==> src/conv_regs_defs.vh <==
// Register offsets, field positions, reset values and timing counts for the converter register bank
`ifndef CONV_REGS_DEFS_VH
`define CONV_REGS_DEFS_VH

`define ADDR_CTRL1 3'h1
`define ADDR_CTRL2 3'h2
`define ADDR_OFFSET 3'h3
`define ADDR_GAIN 3'h4
`define ADDR_THRESH 3'h5

`define OFFSET_RESET 16'h0000
`define GAIN_RESET 16'hA000
`define THRESH_RESET 16'hCCCC
`define CTRL1_RESET 16'h001B
`define CTRL2_RESET 16'h009B

`define C1_DL_FILT 15
`define C1_RD_THRESH 14
`define C1_RD_GAIN 13
`define C1_RD_OFFSET 12
`define C1_RD_STATUS 11
`define C1_FIR_EN 4
`define C1_FIRST_EN 3
`define C2_LOWPWR 2

`define ST_PART_HI 15
`define ST_DIE_HI 13
`define ST_ZERO 10
`define ST_LOWPWR 9
`define ST_EXCESS 8
`define ST_LOAD_OK 7
`define ST_PASS_OK 6
`define ST_CUSTOM 5
`define ST_FIR_SKIP 4
`define ST_FIRST_SKIP 3

`define FULL_SCALE_RUN 3'h4
// Offset LSB weighs two result LSBs: 2^15 codes span 2^-7 of a 2^23 full scale
`define OFFSET_SHIFT 1

`endif

==> src/conv_regs.v <==
// Status reporting, gain/offset correction and overrange detection of the converter back end
// What this block does
// - Status bits 15:14 hold fixed part code
// - Status bits 13:11 hold die instance code
// - Status bit 10 always reads zero
// - Status bit 9 shows reduced power mode
// - Status bit 8 set when input exceeds threshold
// - Bit 7 set when download checksum matches
// - Bit 6 set when filter pass checksum matches
// - Bit 5 set when custom filter in use
// - Bit 4 set when FIR stage bypassed
// - Bit 3 set when first stage bypassed
// - Bits 2:0 mirror programmed decimation code
// - Offset at address 3, signed, resets zero
// - Full offset code is 0.78125 percent scale
// - Offset applied after gain correction
// - Gain at address 4, resets 0xA000, 0x8000 unity
// - Threshold at address 5, compared before correction
// - Overrange clears the sample valid flag
// - Over four full-scale modulator samples set overrange
`timescale 1ns/100ps
`include "conv_regs_defs.vh"
module conv_regs #(
    parameter [1:0] PART_CODE = 2'h1, // Arbitrary value
    parameter [2:0] DIE_CODE = 3'h2 // Arbitrary value
) (
    input wire ref_clk_i, // Core clock, 250 MHz
    input wire rst_b_i, // Async reset, active low
    input wire [2:0] addr_i, // Register address
    input wire [15:0] wdata_i, // Write data
    input wire wr_i, // Write strobe
    input wire rd_i, // Read strobe
    output reg [15:0] rdata_o, // Read data, cycle after rd_i
    input wire [23:0] sample_i, // Filtered sample, signed
    input wire sample_vld_i, // Sample strobe
    input wire [15:0] stage1_i, // First decimation stage output, signed
    input wire stage1_vld_i, // Stage one strobe
    input wire mod_full_i, // Modulator sample beyond full reference
    input wire mod_vld_i, // Modulator rate strobe
    input wire coef_pass_i, // Coefficient flowing through filter
    input wire [15:0] coef_pass_data_i, // That coefficient
    input wire coef_pass_done_i, // Pass checksum complete
    output reg [23:0] result_o, // Corrected sample
    output reg result_vld_o, // Corrected sample strobe
    output reg sample_valid_flag_o, // Data valid status for output word
    output reg input_excess_flag_o // Overrange indication
);
    // ----------------------------------------
    // Control and correction registers
    // ----------------------------------------
    reg [15:0] ctrl1_reg;
    reg [15:0] ctrl2_reg;
    reg [15:0] offset_correction_reg;
    reg [15:0] gain_correction_reg;
    reg [15:0] overrange_threshold_reg;
    reg [3:0] read_sel_reg;
    reg download_reg;
    reg [3:0] coef_left_reg;
    reg [15:0] load_sum_ref_reg;
    reg load_checksum_match_reg;
    reg coefficient_pass_match_reg;
    reg custom_fir_active_reg;
    reg [2:0] full_run_reg;
    wire [15:0] load_sum;
    wire [15:0] pass_sum;
    wire dl_word = wr_i && download_reg;
    wire dl_coef = dl_word && (coef_left_reg != 4'h0);
    wire dl_last = dl_word && (coef_left_reg == 4'h0);
    // While a download is armed no write reaches the register map
    wire map_wr = wr_i && !download_reg;
    wire dl_arm = map_wr && (addr_i == `ADDR_CTRL1) && wdata_i[`C1_DL_FILT];
    // Next values of the run counter and the output flops
    reg [2:0] full_run_next;
    reg excess_next;
    reg [23:0] result_next;
    reg valid_next;
    reg [15:0] read_next;

    // ----------------------------------------
    // Status fields mirrored from control state
    // ----------------------------------------
    wire reduced_power_flag = ctrl2_reg[`C2_LOWPWR];
    // Control bits enable a stage; the status bits report it skipped
    wire fir_stage_skip_flag = ~ctrl1_reg[`C1_FIR_EN];
    wire first_stage_skip_flag = ~ctrl1_reg[`C1_FIRST_EN];
    wire [2:0] rate_reduction_code = ctrl1_reg[2:0];

    // ----------------------------------------
    // Register map writes
    // ----------------------------------------
    always @(posedge ref_clk_i or negedge rst_b_i)
    begin
        if (!rst_b_i)
        begin
            ctrl1_reg <= `CTRL1_RESET;
            ctrl2_reg <= `CTRL2_RESET;
            offset_correction_reg <= `OFFSET_RESET;
            gain_correction_reg <= `GAIN_RESET;
            overrange_threshold_reg <= `THRESH_RESET;
        end
        else if (map_wr)
        begin
            // Self-clearing request bits are not kept in the register
            if (addr_i == `ADDR_CTRL1)
                ctrl1_reg <= {7'h00, wdata_i[8:0]};
            else if (addr_i == `ADDR_CTRL2)
                ctrl2_reg <= wdata_i;
            else if (addr_i == `ADDR_OFFSET)
                offset_correction_reg <= wdata_i;
            else if (addr_i == `ADDR_GAIN)
                gain_correction_reg <= wdata_i;
            else if (addr_i == `ADDR_THRESH)
                overrange_threshold_reg <= wdata_i;
            // Any other address, including status, is dropped
        end
    end

    // ----------------------------------------
    // Read request selector
    // ----------------------------------------
    // One request bit each for status, offset, gain and threshold; a read consumes it, so the next read returns to the address map
    always @(posedge ref_clk_i or negedge rst_b_i)
    begin
        if (!rst_b_i)
            read_sel_reg <= 4'h0;
        else if (map_wr && addr_i == `ADDR_CTRL1)
            read_sel_reg <= wdata_i[`C1_RD_THRESH:`C1_RD_STATUS];
        else if (rd_i && !wr_i)
            read_sel_reg <= 4'h0;
    end

    // ----------------------------------------
    // Coefficient download sequencer
    // ----------------------------------------
    // Writes while armed are coefficients until the count runs out; the word after the last one is the checksum
    // Coefficients themselves are not stored here, only their running sum
    always @(posedge ref_clk_i or negedge rst_b_i)
    begin
        if (!rst_b_i)
        begin
            download_reg <= 1'b0;
            coef_left_reg <= 4'h0;
            load_sum_ref_reg <= 16'h0000;
            load_checksum_match_reg <= 1'b0;
            custom_fir_active_reg <= 1'b0;
        end
        else if (dl_coef)
            coef_left_reg <= coef_left_reg - 4'h1;
        else if (dl_last)
        begin
            download_reg <= 1'b0;
            load_sum_ref_reg <= wdata_i;
            load_checksum_match_reg <= (wdata_i == load_sum);
            custom_fir_active_reg <= 1'b1;
        end
        else if (dl_arm)
        begin
            download_reg <= 1'b1;
            coef_left_reg <= wdata_i[8:5];
            load_checksum_match_reg <= 1'b0;
        end
    end

    // ----------------------------------------
    // Checksum units
    // ----------------------------------------
    // One sum follows the download, the other the coefficients seen in the filter
    fir_checksum load_ck (
        .ref_clk_i(ref_clk_i),
        .rst_b_i(rst_b_i),
        .clear_i(dl_arm),
        .add_i(dl_coef),
        .word_i(wdata_i),
        .sum_o(load_sum)
    );

    fir_checksum pass_ck (
        .ref_clk_i(ref_clk_i),
        .rst_b_i(rst_b_i),
        .clear_i(coef_pass_done_i),
        .add_i(coef_pass_i),
        .word_i(coef_pass_data_i),
        .sum_o(pass_sum)
    );

    always @(posedge ref_clk_i or negedge rst_b_i)
    begin
        if (!rst_b_i)
            coefficient_pass_match_reg <= 1'b0;
        // Judged only when a pass ends, against the stored download checksum
        else if (coef_pass_done_i)
            coefficient_pass_match_reg <= custom_fir_active_reg && (pass_sum == load_sum_ref_reg);
    end

    // ----------------------------------------
    // Overrange detection
    // ----------------------------------------
    // Magnitude of stage one output against threshold, before any correction
    wire [15:0] stage1_mag = stage1_i[15] ? (~stage1_i + 16'h0001) : stage1_i;
    // Saturating run counter, so a long overload cannot wrap back below the limit
    wire run_done = mod_vld_i && mod_full_i && (full_run_reg >= `FULL_SCALE_RUN);
    always @*
    begin
        full_run_next = full_run_reg;
        if (mod_vld_i)
        begin
            if (!mod_full_i)
                full_run_next = 3'h0;
            else if (full_run_reg != 3'h7)
                full_run_next = full_run_reg + 3'h1;
        end
    end

    // A full-scale run sets the flag even when stage one would clear it in the same cycle
    always @*
    begin
        excess_next = input_excess_flag_o;
        if (run_done)
            excess_next = 1'b1;
        else if (stage1_vld_i)
            excess_next = (stage1_mag > overrange_threshold_reg);
    end

    // Registered so the flag leaves the block straight from a flop
    always @(posedge ref_clk_i or negedge rst_b_i)
    begin
        if (!rst_b_i)
        begin
            full_run_reg <= 3'h0;
            input_excess_flag_o <= 1'b0;
        end
        else
        begin
            full_run_reg <= full_run_next;
            input_excess_flag_o <= excess_next;
        end
    end

    // ----------------------------------------
    // Gain then offset correction
    // ----------------------------------------
    // Gain is unsigned Q1.15; offset full code spans 2^-7 of full scale
    wire signed [40:0] gain_prod = $signed(sample_i) * $signed({1'b0, gain_correction_reg});
    wire signed [25:0] gained = gain_prod[40:15];
    wire signed [25:0] off_wide = {{10{offset_correction_reg[15]}}, offset_correction_reg};
    wire signed [25:0] off_scaled = off_wide <<< `OFFSET_SHIFT;
    wire signed [25:0] sum_corr = gained + off_scaled;
    wire signed [25:0] max_pos = 26'sh07FFFFF;
    wire signed [25:0] max_neg = -26'sh0800000;

    // Clamp rather than wrap, so an overloaded sum keeps its sign
    always @*
    begin
        result_next = result_o;
        valid_next = sample_valid_flag_o;
        if (sample_vld_i)
        begin
            // Offset after gain so its range is independent of gain
            if (sum_corr > max_pos)
                result_next = 24'h7FFFFF;
            else if (sum_corr < max_neg)
                result_next = 24'h800000;
            else
                result_next = sum_corr[23:0];
            valid_next = !input_excess_flag_o;
        end
    end

    // Result strobe follows the sample strobe by exactly one cycle
    always @(posedge ref_clk_i or negedge rst_b_i)
    begin
        if (!rst_b_i)
        begin
            result_o <= 24'h000000;
            result_vld_o <= 1'b0;
            sample_valid_flag_o <= 1'b0;
        end
        else
        begin
            result_o <= result_next;
            result_vld_o <= sample_vld_i;
            sample_valid_flag_o <= valid_next;
        end
    end

    // ----------------------------------------
    // Status word and readback
    // ----------------------------------------
    wire [15:0] status_word = {
        PART_CODE,
        DIE_CODE,
        1'b0,
        reduced_power_flag,
        input_excess_flag_o,
        load_checksum_match_reg,
        coefficient_pass_match_reg,
        custom_fir_active_reg,
        fir_stage_skip_flag,
        first_stage_skip_flag,
        rate_reduction_code
    };

    // ----------------------------------------
    // Readback
    // ----------------------------------------
    // A pending request bit outranks the address; address 1 and unmapped addresses fall back to status
    always @*
    begin
        read_next = 16'h0000;
        if (rd_i)
        begin
            if (read_sel_reg[0])
                read_next = status_word;
            else if (read_sel_reg[1])
                read_next = offset_correction_reg;
            else if (read_sel_reg[2])
                read_next = gain_correction_reg;
            else if (read_sel_reg[3])
                read_next = overrange_threshold_reg;
            else if (addr_i == `ADDR_CTRL2)
                read_next = ctrl2_reg;
            else if (addr_i == `ADDR_OFFSET)
                read_next = offset_correction_reg;
            else if (addr_i == `ADDR_GAIN)
                read_next = gain_correction_reg;
            else if (addr_i == `ADDR_THRESH)
                read_next = overrange_threshold_reg;
            else
                read_next = status_word;
        end
    end

    // Zero outside the read slot keeps a shared data bus quiet between reads
    always @(posedge ref_clk_i or negedge rst_b_i)
    begin
        if (!rst_b_i)
            rdata_o <= 16'h0000;
        else
            rdata_o <= read_next;
    end
endmodule // conv_regs

==> src/fir_checksum.v <==
// Running checksum accumulator used for coefficient download and filter pass checks
`timescale 1ns/100ps
module fir_checksum (
    input wire ref_clk_i, // Core clock
    input wire rst_b_i, // Async reset, active low
    input wire clear_i, // Restart sum
    input wire add_i, // Accumulate word
    input wire [15:0] word_i, // Word to add
    output reg [15:0] sum_o // Running sum
);
    always @(posedge ref_clk_i or negedge rst_b_i)
    begin
        if (!rst_b_i)
            sum_o <= 16'h0000;
        else if (clear_i)
            sum_o <= 16'h0000;
        else if (add_i)
            sum_o <= sum_o + word_i;
    end
endmodule // fir_checksum

==> config.mk <==
export PLATFORM = sky130hd
export DESIGN_NAME = conv_regs
export DESIGN_NICKNAME = d
export VERILOG_FILES = /design/src/conv_regs.v /design/src/fir_checksum.v
export VERILOG_INCLUDE_DIRS = /design/src
export SDC_FILE = /design/constraint.sdc
export NUM_CORES = 1
export LEC_CHECK = 0
export ABC_AREA = 1
export BUFFER_PORTS_ARGS = -buffer_cell sky130_fd_sc_hd__buf_2
export CAP_MARGIN = 10
export CORE_MARGIN = 3
export CORE_UTILIZATION = 50
export CTS_BUF_LIST = sky130_fd_sc_hd__clkbuf_4
export DETAILED_ROUTE_END_ITERATION = 10
export MAX_ROUTING_LAYER = met4
export PLACE_DENSITY_LB_ADDON = 0.2
export RECOVER_POWER = 50
export SYNTH_ARGS = -nofsm -noshare
export SYNTH_HDL_FRONTEND = slang
export SYNTH_SLANG_ARGS = --single-unit
==> constraint.sdc <==
create_clock -name ref_clk_i -period 20.6 [get_ports ref_clk_i]
set_clock_uncertainty 0.15 [all_clocks]
set_input_delay 4.12 -clock ref_clk_i [delete_from_list [all_inputs] [get_ports ref_clk_i]]
set_output_delay 4.12 -clock ref_clk_i [all_outputs]
set_load 0.03 [all_outputs]
======== Word level (Yosys, flattened, before mapping) ========
Cells that the tools add are included.
storage, ports and cells
  word-level logic and storage cells ...... 107
  input port bits ......................... 85
  register bits ........................... 175
cells by class
  add/sub/neg operators ................... 6
  reductions and logical operators ........ 29
  equal/unequal tests ..................... 10
  mux-type cells .......................... 29
  magnitude comparators ................... 4
  bitwise operators ....................... 8
  multipliers ............................. 1
operators by type and width
  kind                                                              count
  2-to-1 mux 16 bit                                                 14
  2-to-1 mux 24 bit                                                 2
  multiplier 24 x 17 -> 41 bit                                      1
  adder 16 bit                                                      2
  equality test 16 bit                                              2
  adder 26 x 17 -> 26 bit                                           1
  greater-than comparator 26 x 24 -> 1 bit (second input constant)  1
  < comparator 26 x 24 -> 1 bit (second input constant)             1
  2-to-1 mux 4 bit                                                  5
  adder 16 x 1 -> 16 bit (second input constant)                    1
  greater-than comparator 16 bit                                    1
  NOT 16 bit                                                        1
  logical AND 1 bit                                                 10
  AND reduction 2 bit                                               5
  nonzero test 2 bit                                                5
  NOT 1 bit                                                         7
  equality test 3 x 2 -> 1 bit (second input constant)              2
  equality test 3 bit (second input constant)                       2
  2-to-1 mux 1 bit                                                  6
  2-to-1 mux 3 bit                                                  2
  AND reduction 6 bit                                               1
  AND reduction 5 bit                                               1
  logical NOT 4 bit                                                 1
  AND reduction 4 bit                                               1
  10 further kinds                                                  12

======== Depth between registers and ports, before layout ========
  depth in word-level cells ............... 10
  mapped depth ............................ 42
  mapped depth without buffers ............ 39

======== Modules after synthesis ========
Synthesis repeated with hierarchy kept, for this count alone.
second synthesis, totals
  cell total of the unflattened synthesis .. 3588
  area, all modules ....................... 26599.3 um^2
modules (own cells, without submodules)
  module        instances  sequential area each (um^2)  cells an instance  area each (um^2)
  conv_regs     1          3602.2                       3104               23461.3
  fir_checksum  2          400.4                        242                1569.0

======== Worst setup path after synthesis ========
No wires, ideal clock.
  kind .................................... in2reg
  from .................................... in sample_i[23]
  to ...................................... reg result_o[10]
  required time ........................... 20.373 ns
  library setup time ...................... 0.077 ns
  stages on the path ...................... 31
  path slack .............................. 9.408 ns
  buffers on the path ..................... 3
  data arrival time ....................... 10.965 ns
  path through ............................ clkbuf_1 -> clkbuf_1 -> nand2_1 -> fa_1 -> fa_1 -> inv_1 -> fa_1 -> fa_1 -> fa_1 -> inv_1 -> fa_1 -> inv_1 -> ha_1 -> nand2_1 -> nor2_1 -> inv_1 -> nor4_1 -> nand3_1 -> nand3_1 -> xor2_1 -> ha_1 -> a21oi_1 -> o21ai_0 -> a21oi_1 -> o21ai_0 -> nor2_1 -> nand3_2 -> nand3_2 -> nand2_4 -> buf_6 -> a21oi_1
on the way
  longest elaborated chain between the ends .. 5
  elaborated cells on any way between the ends .. 6
RTL lines
  item                              line             RTL
  start, declared                   conv_regs.v:34   input wire [23:0] sample_i,
  multiplier 24 x 17 -> 41 bit (*)  conv_regs.v:243  wire signed [40:0] gain_prod = $signed(sample_i) * $signed({1'b0, gain_correction_reg});
  adder 26 x 17 -> 26 bit (*)       conv_regs.v:247  wire signed [25:0] sum_corr = gained + off_scaled;
  < comparator 26 x 24 -> 1 bit     conv_regs.v:261  else if (sum_corr < max_neg)
  2-to-1 mux 24 bit                 conv_regs.v:261
  2-to-1 mux 24 bit (*)             conv_regs.v:259  if (sum_corr > max_pos)
  end signal, assigned              conv_regs.v:280  result_o <= result_next;
  end, declared                     conv_regs.v:43   output reg [23:0] result_o,
Every way passes the cells marked *; elsewhere a longest branch is shown, timed or not.
A chain may end at the register's enable or synchronous reset.

======== Final worst setup path ========
  from .................................... in sample_i[11]
  to ...................................... reg result_o[12]
The elaborated chain is that of the path after synthesis.

==> results.ini <==
[timing]
final_max_slew_viol_count = 180
rsz0062_at_grt = false
hold_viol = 0
final-setup-viol-count = 0
layout_min_cycle_time_ns = 11.52
tightestPinTransition_ns = 3.61
period_share_pct = 55.9
fmaxAchievable_mhz = 86.8
slew_headroom_pct = -141
tns_ns = 0

[floorplan]
die_h_microns = 232
core-area_sq_um = 50400
ioPinCount = 128
fp.dieW_microns = 232
die-area_sq_um = 54000
rows = 82
floorplan.initialDensity_pct = 50.9

[final_layout]
multi_input_area_sq_um = 17700
area_growth_pct = 5.05
drive_gt1_share_pct = 6.25
layout_common_cells = nand2_1, inv_1, fa_1
num-nets-final = 4017
layout_commonest_cell = nand2_1
fillCellCount = 4925
top_register = result_o
postLayoutCoreUtil_pct = 53.5
largest_reg_flops = 24
seqCellArea_sq_um = 4400

[clock_tree]
cts_tree = done
cts_resized = 0
clock_latency_ns = 0.63
cts_root_buffer = clkbuf_4
postCtsSetupBuffers = 0
cts_buffer_depth = 2
clk_pin_slew_ns = 0.14
htree_levels = 4
hold_buffers = 0
clkSinkCount = 175
cts_made_buffers = 17

[run_status]
status = finished, violations left
violations = max-capacitance violations, max-slew violations

[synthesis]
async_reset_ff_share_pct = 100
syn_inst = 3355
synth_edf_count = 0
ys_types = 52
syn_nets = 3993
synthesis.area_sq_um = 25600
ys_seq_area_share_pct = 17.2
synth.avg_cell_area_sq_um = 7.64
yosys_warnings = 0
ys.flop_type = dfrtp_1
synth_seq_cells = 175

[setup_path]
worstSetupPathType = input pin to flop
end_kind = flop
required_ns = 21.01
cp_slowest_cell = fa_1
r2r_slack_ns = 11.64
start_kind = input pin
cpPeakStageDelay_ns = 0.57
crit_path_max_fanout = 16
worst_ep_arrival_time_ns = 11.93

[global_route]
antenna_found_initial = 1
grt_usage_pct = 29.3
grt_pass1_wl_microns = 120000
grt-ovfl-total = 0
grt_max_degree = 70
grt_pass1_vias = 22174

[place]
numPortBuffers = 127
place_hpwl_microns = 59800
place.gp.congestion = 0.971

[detailed_routing]
drtIter0Drc = 1696
postRouteAntennaNets = 0
vias_per_cell = 5.36
drt_pre_antenna_iters = 8
num_vias = 21796
post-route-drc-count = 0
routed_wirelength_microns = 74400
wire_per_inst_microns = 18.3

[run]
maxCapViolCount = 3

[min_path]
hold_path.class = flop to flop

cell type report:
cell class                      count  area share (%)
Clock inverter                     13           0.511
Timing Repair Buffer              145            2.80
Sequential cell                   175            16.3
Multi-Input combinational cell   2251            65.7
Inverter                          789            11.0
Clock buffer                       19           0.530
Antenna cell                        1         0.00929
Tap cell                          672            3.12
Yosys cell counts, types with 6 or more instances:
library cell / count / share of area [%]
nand2_1: 845 / 12
dfstp_2: 19 / 1.9
a21o_1: 12 / 0.35
buf_2: 9 / 0.18
dfrtp_1: 156 / 15
inv_1: 787 / 12
a21oi_1: 177 / 3.5
fa_1: 378 / 30
ha_1: 175 / 8.5
o31ai_1: 8 / 0.23
o211ai_1: 20 / 0.59
nor2_1: 153 / 2.2
a211oi_1: 6 / 0.18
a31oi_1: 6 / 0.15
clkbuf_1: 127 / 1.9
nand3_1: 60 / 1.2
a21boi_0: 6 / 0.18
nor3_1: 14 / 0.27
xor2_1: 35 / 1.2
o21ai_0: 205 / 4.0
nand4_1: 15 / 0.37
o221ai_1: 6 / 0.20
o21ai_1: 7 / 0.14
o22ai_1: 19 / 0.46
xnor2_1: 30 / 1.0
nor4_1: 10 / 0.24
o21bai_1: 9 / 0.26
worst max-delay path: cells and delay by family:
kind / cells / cell delay, ns
AOI/OAI and AO/OA: 7 / 1.91
xor gates and xnor gates: 2 / 0.51
adders and majority gates: 8 / 3.97
buffers and inverters: 5 / 0.55
and+or+nand+nor: 7 / 0.85
kinds of logic after synthesis:
| kind of cell | Yosys count | synth area share [%] |
|---|---|---|
| buf+inv | 929 | 13.8 |
| flops | 175 | 17.2 |
| fa+ha+maj | 553 | 38.1 |
| compound gates | 511 | 11.2 |
| xor+xnor | 65 | 2.22 |
| simple gates | 1122 | 17.6 |
final timing paths:
path,endpoint,cells after the start,start
max in group asynchronous,offset_correction_reg[15],2,rst_b_i
worst min register to register,full_run_reg[0],1,full_run_reg[0]
worst max-delay path,result_o[12],29,sample_i[11]
min in group asynchronous,result_o[1],1,rst_b_i
worst min-delay path,full_run_reg[0],1,full_run_reg[0]
worst max register to register,result_o[12],28,gain_correction_reg[4]
layer usage:
metal / GRT usage (%) / routed length [microns]
met1: 39.2 / 32400
met2: 47.9 / 35800
met3: 3.99 / 4750
met4: 6.20 / 1460
met5: - / 0
stage by stage:
step / area, sq um / std cells / worst slack, ns / hold slack [ns]
floorplan: 25600 / 3355 / 9.41 / 0.296
global placement: 26700 / 4032 / 8.53 / 0.314
detailed placement: 26700 / 4032 / 8.50 / 0.322
CTS: 27000 / 4064 / 9.17 / 0.342
global route: 26900 / 4065 / 8.52 / 0.385
finish: 26900 / 4065 / 9.08 / 0.339
Power is not shown: default switching activity piles up to over one toggle a cycle in this logic, so the estimate is an artifact.
